--- src/hw/pwr_mon_consts.vh ---
// Constants for the power monitor result block: register addresses,
// field widths, conversion-time and averaging tables.
// Assumes a 125 MHz core clock (8 ns period).
`ifndef PWR_MON_CONSTS_VH
`define PWR_MON_CONSTS_VH

// Result register addresses
`define ADDR_BUS_VOLTAGE    4'h5
`define ADDR_DIE_TEMP       4'h6
`define ADDR_CURRENT        4'h7
`define ADDR_POWER          4'h8
`define ADDR_ENERGY         4'h9
`define ADDR_CHARGE         4'hA

// Result widths
`define W_CURRENT           20
`define W_BUS_VOLTAGE       20
`define W_DIE_TEMP          16
`define W_POWER             24
`define W_ACC               40
`define W_RDATA             40

// Core clock rate in kHz, and conversion times in microseconds
`define CLK_KHZ             125000
`define TCONV_US_0          50
`define TCONV_US_1          84
`define TCONV_US_2          150
`define TCONV_US_3          280
`define TCONV_US_4          540
`define TCONV_US_5          1052
`define TCONV_US_6          2074
`define TCONV_US_7          4120
// Cycles per conversion: time times rate (exact, whole cycles)
`define CYC(us)             ((us) * `CLK_KHZ / 1000)

// Averaging counts selectable by a 3-bit code
`define AVG_0               1
`define AVG_1               4
`define AVG_2               16
`define AVG_3               64
`define AVG_4               128
`define AVG_5               256
`define AVG_6               512
`define AVG_7               1024

// Reset values of the selection fields
`define CONV_SEL_RESET      3'h0
`define AVG_SEL_RESET       3'h0

`endif

--- src/hw/power_monitor_result_regs.v ---
// Result registers, accumulators and output-sample sequencer of a
// current/voltage/power monitor.
// Assumes raw per-conversion samples arrive from the front end on the
// same clock with a one-cycle valid strobe; a register read port is
// driven by the serial interface logic outside this block.
// Selection inputs are levels from the configuration logic; they are
// taken only at a period boundary, so a change shows one period later.
// Accumulator overflow needs at least 65536 periods, far beyond any run.
// Every output is a flip-flop; reads answer one cycle after the strobe.
//
// Notes on behaviour
// - Current 20-bit signed at 7, bus voltage 5
// - Temperature 16, power 24, energy/charge 40 bits
// - Signed results are two's complement
// - Bus voltage code spans up to 204.8 V
// - Each result readable at its own address
// - Energy wraps to zero on overflow
// - Clear bit zeroes accumulators any time
// - Charge overflow sets a sticky flag
// - Eight conversion times, 50 to 4120 us
// - Shortest conversion time is 50 us
// - Averaging counts include 1, 4, 16
// - Output period is conversion time times averages
`timescale 1ns/1ps
`include "pwr_mon_consts.vh"

module power_monitor_result_regs (
    input  wire                       clk_in,              // 125 MHz core clock
    input  wire                       rst_b_in,            // Async reset, active low
    input  wire [2:0]                 conv_sel_in,         // Conversion time select
    input  wire [2:0]                 avg_sel_in,          // Averaging count select
    input  wire                       accumulator_clear_bit_in, // Clear pulse from config
    input  wire                       overflow_clear_in,   // Clears overflow flag
    input  wire                       sample_valid_in,     // Raw sample strobe
    input  wire [`W_CURRENT-1:0]      sample_current_in,   // Raw current, signed
    input  wire [`W_BUS_VOLTAGE-1:0]  sample_voltage_in,   // Raw bus voltage
    input  wire [`W_DIE_TEMP-1:0]     sample_temp_in,      // Raw temperature, signed
    input  wire [`W_POWER-1:0]        sample_power_in,     // Raw power
    input  wire                       read_en_in,          // Register read strobe
    input  wire [3:0]                 read_addr_in,        // Register address
    output reg                        conv_start_out,      // Start of each conversion
    output reg                        result_ready_out,    // New averaged results
    output reg                        charge_overflow_flag_out, // Sticky charge overflow
    output reg  [`W_RDATA-1:0]        read_data_out,       // Read data, zero padded
    output reg                        read_valid_out       // Read data valid
);

    // Conversion length table
    reg  [19:0]  conv_cycles;        // Cycles in one conversion
    reg  [10:0]  avg_count;          // Conversions per output sample
    reg  [3:0]   avg_shift;          // log2 of averaging count

    // Sequencer state
    localparam ST_IDLE = 1'b0;       // Waiting after reset
    localparam ST_RUN  = 1'b1;       // Converting continuously
    reg          state;              // Sequencer state
    reg  [19:0]  conv_timer;         // Cycles left in a conversion
    reg  [10:0]  conv_index;         // Conversions done this period
    reg  [2:0]   conv_sel;           // Selection latched per period
    reg  [2:0]   avg_sel;            // Selection latched per period

    // Averaging sums; wide enough for 1024 samples
    reg  signed [30:0] sum_current;  // Current sum
    reg  [29:0]  sum_voltage;        // Voltage sum
    reg  signed [26:0] sum_temp;     // Temperature sum
    reg  [33:0]  sum_power;          // Power sum

    // Published results
    reg  [`W_CURRENT-1:0]     current_result;
    reg  [`W_BUS_VOLTAGE-1:0] bus_voltage_result;
    reg  [`W_DIE_TEMP-1:0]    die_temperature_result;
    reg  [`W_POWER-1:0]       power_result;
    reg  [`W_ACC-1:0]         energy_accumulator;
    reg  [`W_ACC-1:0]         charge_accumulator;

    wire         period_end;         // Last conversion of the period ends
    wire [`W_ACC:0] next_energy;     // Energy sum with carry
    wire [`W_ACC:0] next_charge;     // Charge sum with carry
    wire [2:0]   load_sel;           // Select for the next timer load

    // Means over the period; the signed shift keeps the sign
    wire signed [30:0] mean_current; // Current mean
    wire [29:0]  mean_voltage;       // Voltage mean
    wire signed [26:0] mean_temp;    // Temperature mean
    wire [33:0]  mean_power;         // Power mean

    // Conversion lengths in whole cycles, sized for the timer
    localparam [19:0] CYC_SEL_0 = `CYC(`TCONV_US_0); // Shortest one
    localparam [19:0] CYC_SEL_1 = `CYC(`TCONV_US_1);
    localparam [19:0] CYC_SEL_2 = `CYC(`TCONV_US_2);
    localparam [19:0] CYC_SEL_3 = `CYC(`TCONV_US_3);
    localparam [19:0] CYC_SEL_4 = `CYC(`TCONV_US_4);
    localparam [19:0] CYC_SEL_5 = `CYC(`TCONV_US_5);
    localparam [19:0] CYC_SEL_6 = `CYC(`TCONV_US_6);
    localparam [19:0] CYC_SEL_7 = `CYC(`TCONV_US_7);

    // Averaging counts, sized for the conversion index
    localparam [10:0] AVG_CNT_0 = `AVG_0;
    localparam [10:0] AVG_CNT_1 = `AVG_1;
    localparam [10:0] AVG_CNT_2 = `AVG_2;
    localparam [10:0] AVG_CNT_3 = `AVG_3;
    localparam [10:0] AVG_CNT_4 = `AVG_4;
    localparam [10:0] AVG_CNT_5 = `AVG_5;
    localparam [10:0] AVG_CNT_6 = `AVG_6;
    localparam [10:0] AVG_CNT_7 = `AVG_7;

    // Conversion time table, counts derived from microseconds;
    // indexed by the select about to be loaded, not the latched one
    always @* begin
        case (load_sel)
            3'h0:    conv_cycles = CYC_SEL_0;
            3'h1:    conv_cycles = CYC_SEL_1;
            3'h2:    conv_cycles = CYC_SEL_2;
            3'h3:    conv_cycles = CYC_SEL_3;
            3'h4:    conv_cycles = CYC_SEL_4;
            3'h5:    conv_cycles = CYC_SEL_5;
            3'h6:    conv_cycles = CYC_SEL_6;
            3'h7:    conv_cycles = CYC_SEL_7;
            default: conv_cycles = CYC_SEL_0;
        endcase
    end

    // Averaging table; powers of two so the mean is a shift.
    // Uses the latched select: the period in flight keeps its count
    always @* begin
        case (avg_sel)
            3'h0:    begin avg_count = AVG_CNT_0; avg_shift = 4'h0; end
            3'h1:    begin avg_count = AVG_CNT_1; avg_shift = 4'h2; end
            3'h2:    begin avg_count = AVG_CNT_2; avg_shift = 4'h4; end
            3'h3:    begin avg_count = AVG_CNT_3; avg_shift = 4'h6; end
            3'h4:    begin avg_count = AVG_CNT_4; avg_shift = 4'h7; end
            3'h5:    begin avg_count = AVG_CNT_5; avg_shift = 4'h8; end
            3'h6:    begin avg_count = AVG_CNT_6; avg_shift = 4'h9; end
            3'h7:    begin avg_count = AVG_CNT_7; avg_shift = 4'hA; end
            default: begin avg_count = AVG_CNT_0; avg_shift = 4'h0; end
        endcase
    end

    // Period ends in the last cycle of its last conversion; the next
    // conversion is loaded at the same edge, so no cycle is lost
    assign period_end = (state == ST_RUN) && (conv_timer == 20'h00000) &&
                        (conv_index == avg_count - 11'h001);

    // A new period loads its length from the fresh select, any
    // other conversion from the select latched for the period
    assign load_sel = (state == ST_IDLE || period_end) ? conv_sel_in : conv_sel;

    // Conversion sequencer; selections change only between periods
    // so one output sample never mixes two settings
    always @(posedge clk_in or negedge rst_b_in) begin
        if (!rst_b_in) begin
            state          <= ST_IDLE;
            conv_timer     <= 20'h00000;
            conv_index     <= 11'h000;
            conv_sel       <= `CONV_SEL_RESET;
            avg_sel        <= `AVG_SEL_RESET;
            conv_start_out <= 1'b0;
        end else begin
            conv_start_out <= 1'b0;
            case (state)
                ST_IDLE: begin
                    // First period after reset: latch and start at once
                    conv_sel       <= conv_sel_in;
                    avg_sel        <= avg_sel_in;
                    conv_timer     <= conv_cycles - 20'h00001;
                    conv_index     <= 11'h000;
                    conv_start_out <= 1'b1;
                    state          <= ST_RUN;
                end
                ST_RUN: begin
                    if (conv_timer == 20'h00000) begin
                        // Conversion done; the next one starts back to back,
                        // which keeps the period an exact multiple
                        conv_timer     <= conv_cycles - 20'h00001;
                        conv_start_out <= 1'b1;
                        if (period_end) begin
                            // Settings for the next period are taken here
                            conv_index <= 11'h000;
                            conv_sel   <= conv_sel_in;
                            avg_sel    <= avg_sel_in;
                        end else begin
                            conv_index <= conv_index + 11'h001;
                        end
                    end else begin
                        // Count down through the conversion
                        conv_timer <= conv_timer - 20'h00001;
                    end
                end
                default: state <= ST_IDLE;
            endcase
        end
    end

    // Running sums over the period, restarted after publication.
    // A sample in the boundary cycle itself is dropped; the front end
    // delivers well inside each conversion, so none is lost there.
    // Sums are sized for 1024 full-scale samples and cannot wrap
    always @(posedge clk_in or negedge rst_b_in) begin
        if (!rst_b_in) begin
            sum_current <= 31'h00000000;
            sum_voltage <= 30'h00000000;
            sum_temp    <= 27'h0000000;
            sum_power   <= 34'h000000000;
        end else if (period_end) begin
            sum_current <= 31'h00000000;
            sum_voltage <= 30'h00000000;
            sum_temp    <= 27'h0000000;
            sum_power   <= 34'h000000000;
        end else if (sample_valid_in && state == ST_RUN) begin
            // Sign extension keeps two's complement sums exact
            sum_current <= sum_current + {{11{sample_current_in[`W_CURRENT-1]}}, sample_current_in};
            sum_voltage <= sum_voltage + {10'h000, sample_voltage_in};
            sum_temp    <= sum_temp + {{11{sample_temp_in[`W_DIE_TEMP-1]}}, sample_temp_in};
            sum_power   <= sum_power + {10'h000, sample_power_in};
        end
    end

    // Means of the sums; the sums restart at the same edge that
    // publishes, so the means are taken from the old sums here
    assign mean_current = sum_current >>> avg_shift;
    assign mean_voltage = sum_voltage >> avg_shift;
    assign mean_temp    = sum_temp >>> avg_shift;
    assign mean_power   = sum_power >> avg_shift;

    // Publish averaged results only at period end
    always @(posedge clk_in or negedge rst_b_in) begin
        if (!rst_b_in) begin
            current_result         <= 20'h00000;
            bus_voltage_result     <= 20'h00000;
            die_temperature_result <= 16'h0000;
            power_result           <= 24'h000000;
            result_ready_out       <= 1'b0;
        end else begin
            result_ready_out <= period_end;
            if (period_end) begin
                // Low bits of each mean; identical samples give back
                // the sample itself, the upper bits are only sign
                current_result         <= mean_current[`W_CURRENT-1:0];
                // Full 20-bit code kept unsigned, covering 204.8 V
                bus_voltage_result     <= mean_voltage[`W_BUS_VOLTAGE-1:0];
                die_temperature_result <= mean_temp[`W_DIE_TEMP-1:0];
                power_result           <= mean_power[`W_POWER-1:0];
            end
        end
    end

    // Energy and charge grow each published sample
    assign next_energy = {1'b0, energy_accumulator} + {17'h00000, power_result};
    assign next_charge = {1'b0, charge_accumulator} +
                         {21'h000000, (current_result[`W_CURRENT-1] ? -current_result : current_result)};

    // Accumulators; clear has priority at any time and also holds
    // off the accumulation, so no overflow is raised while clearing.
    // The flag set wins over its own clear in one cycle, so an
    // overflow is never lost to a badly timed clear
    always @(posedge clk_in or negedge rst_b_in) begin
        if (!rst_b_in) begin
            energy_accumulator       <= 40'h0000000000;
            charge_accumulator       <= 40'h0000000000;
            charge_overflow_flag_out <= 1'b0;
        end else begin
            if (accumulator_clear_bit_in) begin
                energy_accumulator <= 40'h0000000000;
                charge_accumulator <= 40'h0000000000;
            end else if (result_ready_out) begin
                // Carry dropped so energy rolls over from zero
                energy_accumulator <= next_energy[`W_ACC-1:0];
                // Charge wraps too and keeps accumulating from the wrapped value until the host clears it
                charge_accumulator <= next_charge[`W_ACC-1:0];
            end
            if (result_ready_out && !accumulator_clear_bit_in && next_charge[`W_ACC])
                charge_overflow_flag_out <= 1'b1;
            else if (overflow_clear_in)
                charge_overflow_flag_out <= 1'b0;
        end
    end

    // Register read port, one cycle latency, zero on other addresses.
    // One 40-bit word carries every result; narrower ones are zero
    // padded so the host never sees stray upper bits
    always @(posedge clk_in or negedge rst_b_in) begin
        if (!rst_b_in) begin
            read_data_out  <= 40'h0000000000;
            read_valid_out <= 1'b0;
        end else begin
            read_valid_out <= read_en_in;
            if (read_en_in) begin
                case (read_addr_in)
                    `ADDR_BUS_VOLTAGE: read_data_out <= {20'h00000, bus_voltage_result};
                    `ADDR_DIE_TEMP:    read_data_out <= {24'h000000, die_temperature_result};
                    `ADDR_CURRENT:     read_data_out <= {20'h00000, current_result};
                    `ADDR_POWER:       read_data_out <= {16'h0000, power_result};
                    `ADDR_ENERGY:      read_data_out <= energy_accumulator;
                    `ADDR_CHARGE:      read_data_out <= charge_accumulator;
                    default:           read_data_out <= 40'h0000000000;
                endcase
            end
        end
    end

endmodule // power_monitor_result_regs

--- config.mk ---
export PLATFORM = sky130hd
export DESIGN_NAME = power_monitor_result_regs
export DESIGN_NICKNAME = d
export VERILOG_FILES = /design/src/hw/power_monitor_result_regs.v
export VERILOG_INCLUDE_DIRS = /design/src /design/src/hw
export SDC_FILE = /design/constraint.sdc
export NUM_CORES = 1
export LEC_CHECK = 0
export BUFFER_PORTS_ARGS = -buffer_cell sky130_fd_sc_hd__buf_2
export CELL_PAD_IN_SITES_DETAIL_PLACEMENT = 0
export CELL_PAD_IN_SITES_GLOBAL_PLACEMENT = 1
export CORE_ASPECT_RATIO = 0.7
export CORE_UTILIZATION = 45
export CTS_BUF_LIST = sky130_fd_sc_hd__clkbuf_2 sky130_fd_sc_hd__clkbuf_4 sky130_fd_sc_hd__clkbuf_8
export DETAILED_ROUTE_END_ITERATION = 10
export GPL_TIMING_DRIVEN = 1
export PLACE_DENSITY_LB_ADDON = 0.1
export SKIP_CTS_REPAIR_TIMING = 1
export SKIP_LAST_GASP = 1
export SYNTH_ARGS = -nofsm -noshare
export SYNTH_HDL_FRONTEND = slang
export SYNTH_SLANG_ARGS = --single-unit
--- constraint.sdc ---
create_clock -name clk_in -period 4.8 [get_ports clk_in]
set_input_delay 0 -clock clk_in [delete_from_list [all_inputs] [get_ports clk_in]]
set_output_delay 0 -clock clk_in [all_outputs]
set_load 0.05 [all_outputs]
==> results.toml <==
[floorplan]
dieArea_mm2 = 0.0622
io_pins = 140
core-area_mm2 = 0.0602
chipWidth_um = 298
fp-row-count = 75
start_util_pct = 45.8
die-height_um = 209

[cts]
ctsHtreeMaxLevel = 2
clk_pin_slew_worst_paths_ns = 0.06
cts_made_buffers = 61
cts.sinks = 364
cts_tree = "done"
clk_latency_ns = 0.69
clockBufferDepth = 3
root_buffer = "clkbuf_8"

[critical_path]
reg2reg_from = "avg_sel[1]"
criticalPathCategory = "reg -> reg"
end_kind = "flop"
arrival_ns = 5.02
cp_max_fo = 9
endpoint = "conv_timer[10]"
r2r-end = "conv_timer[10]"
start_kind = "flop"
reg2reg_depth = 13
worstSetupStartpoint = "avg_sel[1]"
critPathRequiredTime_ns = 5.42
rrSetupSlack_ns = 0.40

[final_layout]
fillerInstances = 5779
layout-drive-gt1-share_pct = 9.40
multi_input_comb_area_mm2 = 0.0174
area_delta_synth_final_pct = 13.3
layout.cells.non_filler = 4361
fin_nets = 3773
seq_area_mm2 = 0.00911
antenna_cells = 0

[status]
status = "complete, but fails checks"
violations = "hold timing"

[synthesis]
synth_seq_cells = 364
synth-compound-area-share_pct = 20.9
synth-simple-area-share_pct = 19.1
synthAdderAreaFrac_pct = 7.57
syn_inst = 3358
synth_area_mm2 = 0.0275
syn_nets = 3617
async_reset_ff_share_pct = 100
synth-edff-count = 0
synth_top_family_by_area = "compound AO/OA/AOI/OAI gates"
synth-xor-area-share_pct = 6.05
ys.flop_type = "dfrtp_1"
syn_avg_cell_area_um2 = 8.20
yosysSeqAreaShare_pct = 33.1
synth_cell_types = 81
ys_warn_count = 0
synth.area.mux_share_pct = 9.33

[sta]
skew_ns = 0.0259
slew_headroom_pct = 21.7
worst_slew_pin_slew_ns = 1.16
setup_violations = 0
max_clock_freq_mhz = 227
slew_viol_final = 0
tns_ns = 0
fin_crit_sh_pct = 91.7
hold_viol_final = 6
fin_hold_ws_ns = -0.0354
rsz0062_at_grt = "no"
post-route-min-period_ns = 4.40

[detailed_routing]
drt_iter0_markers = 2154
firstDrtPassIters = 7
vias = 25617
route.detailed.drc = 0
wl_per_cell_um = 20.7
ant_nets = 0
finalWirelength_um = 90200
via_per_inst = 5.87

[power_and_ir_drop]
finalPower_uw = 13700
pwr_density_cell_mw_per_mm2 = 438
power_leakage_uw = 0.0144
ir_drop_v = 0.000248

[place]
place_hpwl_um = 66800
gp_congestion = 0.942
io_buffer_count = 139
dp.cells = 4170

[global_route]
grt_pass1_wl_um = 141000
grt_antenna_before_repair = 0
grt_use_total_pct = 28.6
grt_max_degree = 109
grt_pass1_vias = 24100
overflow = 0

[job]
maxCapViolCount = 0

[min_path]
hold_class = "in -> reg"
## cells in the mapped netlist (all sizes together), types with 5 or more instances
master,count,area share (%)
nand2b,21,0.48
xor2,80,2.5
and3,33,0.75
clkbuf,145,2.0
a21oi,300,5.5
nor2,262,3.6
mux2i,251,9.1
a222oi,8,0.29
a221oi,18,0.57
buf,36,0.56
nor3b,7,0.19
nor3,38,0.71
o22ai,45,1.0
o31ai,26,0.76
o21bai,22,0.60
dfrtp,364,33
nand4,25,0.57
mux2,5,0.20
xnor2,110,3.5
a311o,6,0.22
a2111oi,12,0.38
and2,24,0.55
a311oi,7,0.22
or4,19,0.55
a21o,68,1.9
o31a,6,0.19
nand3,113,2.1
o211ai,21,0.57
fa,6,0.44
a211o,5,0.16
or3,30,0.68
ha,157,7.1
or2,5,0.11
and4,6,0.19
nand2,565,7.7
a31oi,23,0.52
o21ai,197,3.6
nor2b,14,0.32
inv,98,1.3
a22oi,54,1.5
a21boi,8,0.22
a211oi,40,1.1
o21a,16,0.44
nor4,12,0.33
## kinds of logic (layout without fill, tap and decap cells)
family,Yosys count,after routing
AO/OA/AOI/OAI,919,919
flip-flops,364,364
XOR/XNOR,190,190
AND/OR/NAND/NOR,1183,1183
other,1,1
buffers and inverters,282,477
multiplexers,256,256
adder cells (fa/ha/maj),163,163
## layout make-up
cell class	instances	share of cell area, %
Tap cell	808	3.24
Clock buffer	95	3.69
Timing Repair Buffer	274	6.47
Sequential cell	364	29.2
Clock inverter	7	0.225
Inverter	101	1.22
Multi-Input combinational cell	2712	55.9
## cell usage in the layout, fill, tap and decap left out, types with 25 or more instances in the layout
| cell type | n |
|---|---|
| nor2_1 | 257 |
| and3_1 | 33 |
| buf_2 | 138 |
| o21ai_0 | 194 |
| nand3_1 | 113 |
| clkbuf_4 | 25 |
| nor3_1 | 35 |
| dfrtp_1 | 363 |
| buf_4 | 40 |
| nand4_1 | 25 |
| inv_1 | 97 |
| dlygate4sd3_1 | 89 |
| a21o_1 | 67 |
| o22ai_1 | 45 |
| xor2_1 | 80 |
| a211oi_1 | 39 |
| nand2_1 | 563 |
| a21oi_1 | 299 |
| clkbuf_8 | 70 |
| a22oi_1 | 54 |
| or3_1 | 30 |
| o31ai_1 | 25 |
| ha_1 | 157 |
| mux2i_1 | 251 |
| xnor2_1 | 110 |
## metal layers
layer	global-route usage (%)	wire [um]
met5	0	0
met4	6.19	1660
met3	6.04	6520
met2	41.4	38000
met1	43.2	44000
## report_power, final
group / switching, uW / total (uW) / internal, uW
Sequential: 676 / 4210 / 3530
Clock: 1340 / 2900 / 1560
Combinational: 3840 / 6550 / 2710
Total: 5860 / 13700 / 7810
## critical path: stages, from the launching register on
cell,delay [ns]
dfrtp_1,0.50
inv_1,0.24
ha_1,0.35
clkinv_1,0.10
buf_4,0.20
nor4_1,0.19
o221a_2,0.23
nand4_1,0.27
o31ai_4,0.51
mux2i_1,0.41
ha_1,0.40
or4_1,0.53
nor3_1,0.23
o31a_1,0.17
## per-stage QoR
step | utilization, % | setup WS (ns) | cell area, um2
2_1_floorplan | - | 0.647 | 27500
6_report | 51.8 | 0.398 | 31200
5_1_grt | 51.8 | 0.0224 | 31200
4_1_cts | 50.3 | 0.360 | 30300
3_5_place_dp | 48.3 | 0.381 | 29100
3_3_place_gp | 48.3 | 0.488 | 29100
## flip-flops by register name, indices dropped and copies added, names as in the netlist
| signal | count |
|---|---|
| avg_sel | 3 |
| state | 1 |
| sum_current | 31 |
| energy_accumulator | 40 |
| read_data_out | 40 |
| sum_power | 34 |
| current_result | 20 |
| sum_temp | 27 |
| conv_start_out | 1 |
| die_temperature_result | 16 |
| charge_overflow_flag_out | 1 |
| conv_sel | 3 |
| charge_accumulator | 40 |
| read_valid_out | 1 |
| bus_voltage_result | 20 |
| power_result | 24 |
| conv_timer | 20 |
| conv_index | 11 |
| result_ready_out | 1 |
| sum_voltage | 30 |
## worst min-delay path by stage
stage	from	to	slack, ns	cells past startpoint
5_1_grt	sample_voltage_in[10]	sum_voltage[10]	0.01	5
2_1_floorplan	rst_b_in	avg_sel[0]	-0.30	0
3_3_place_gp	rst_b_in	sum_temp[23]	0.07	1
6_report	sample_temp_in[6]	sum_temp[6]	-0.04	6
3_5_place_dp	rst_b_in	sum_temp[23]	0.08	1
4_1_cts	rst_b_in	sum_temp[23]	-0.66	1
Note: power is estimated with default switching activity, not from simulation.
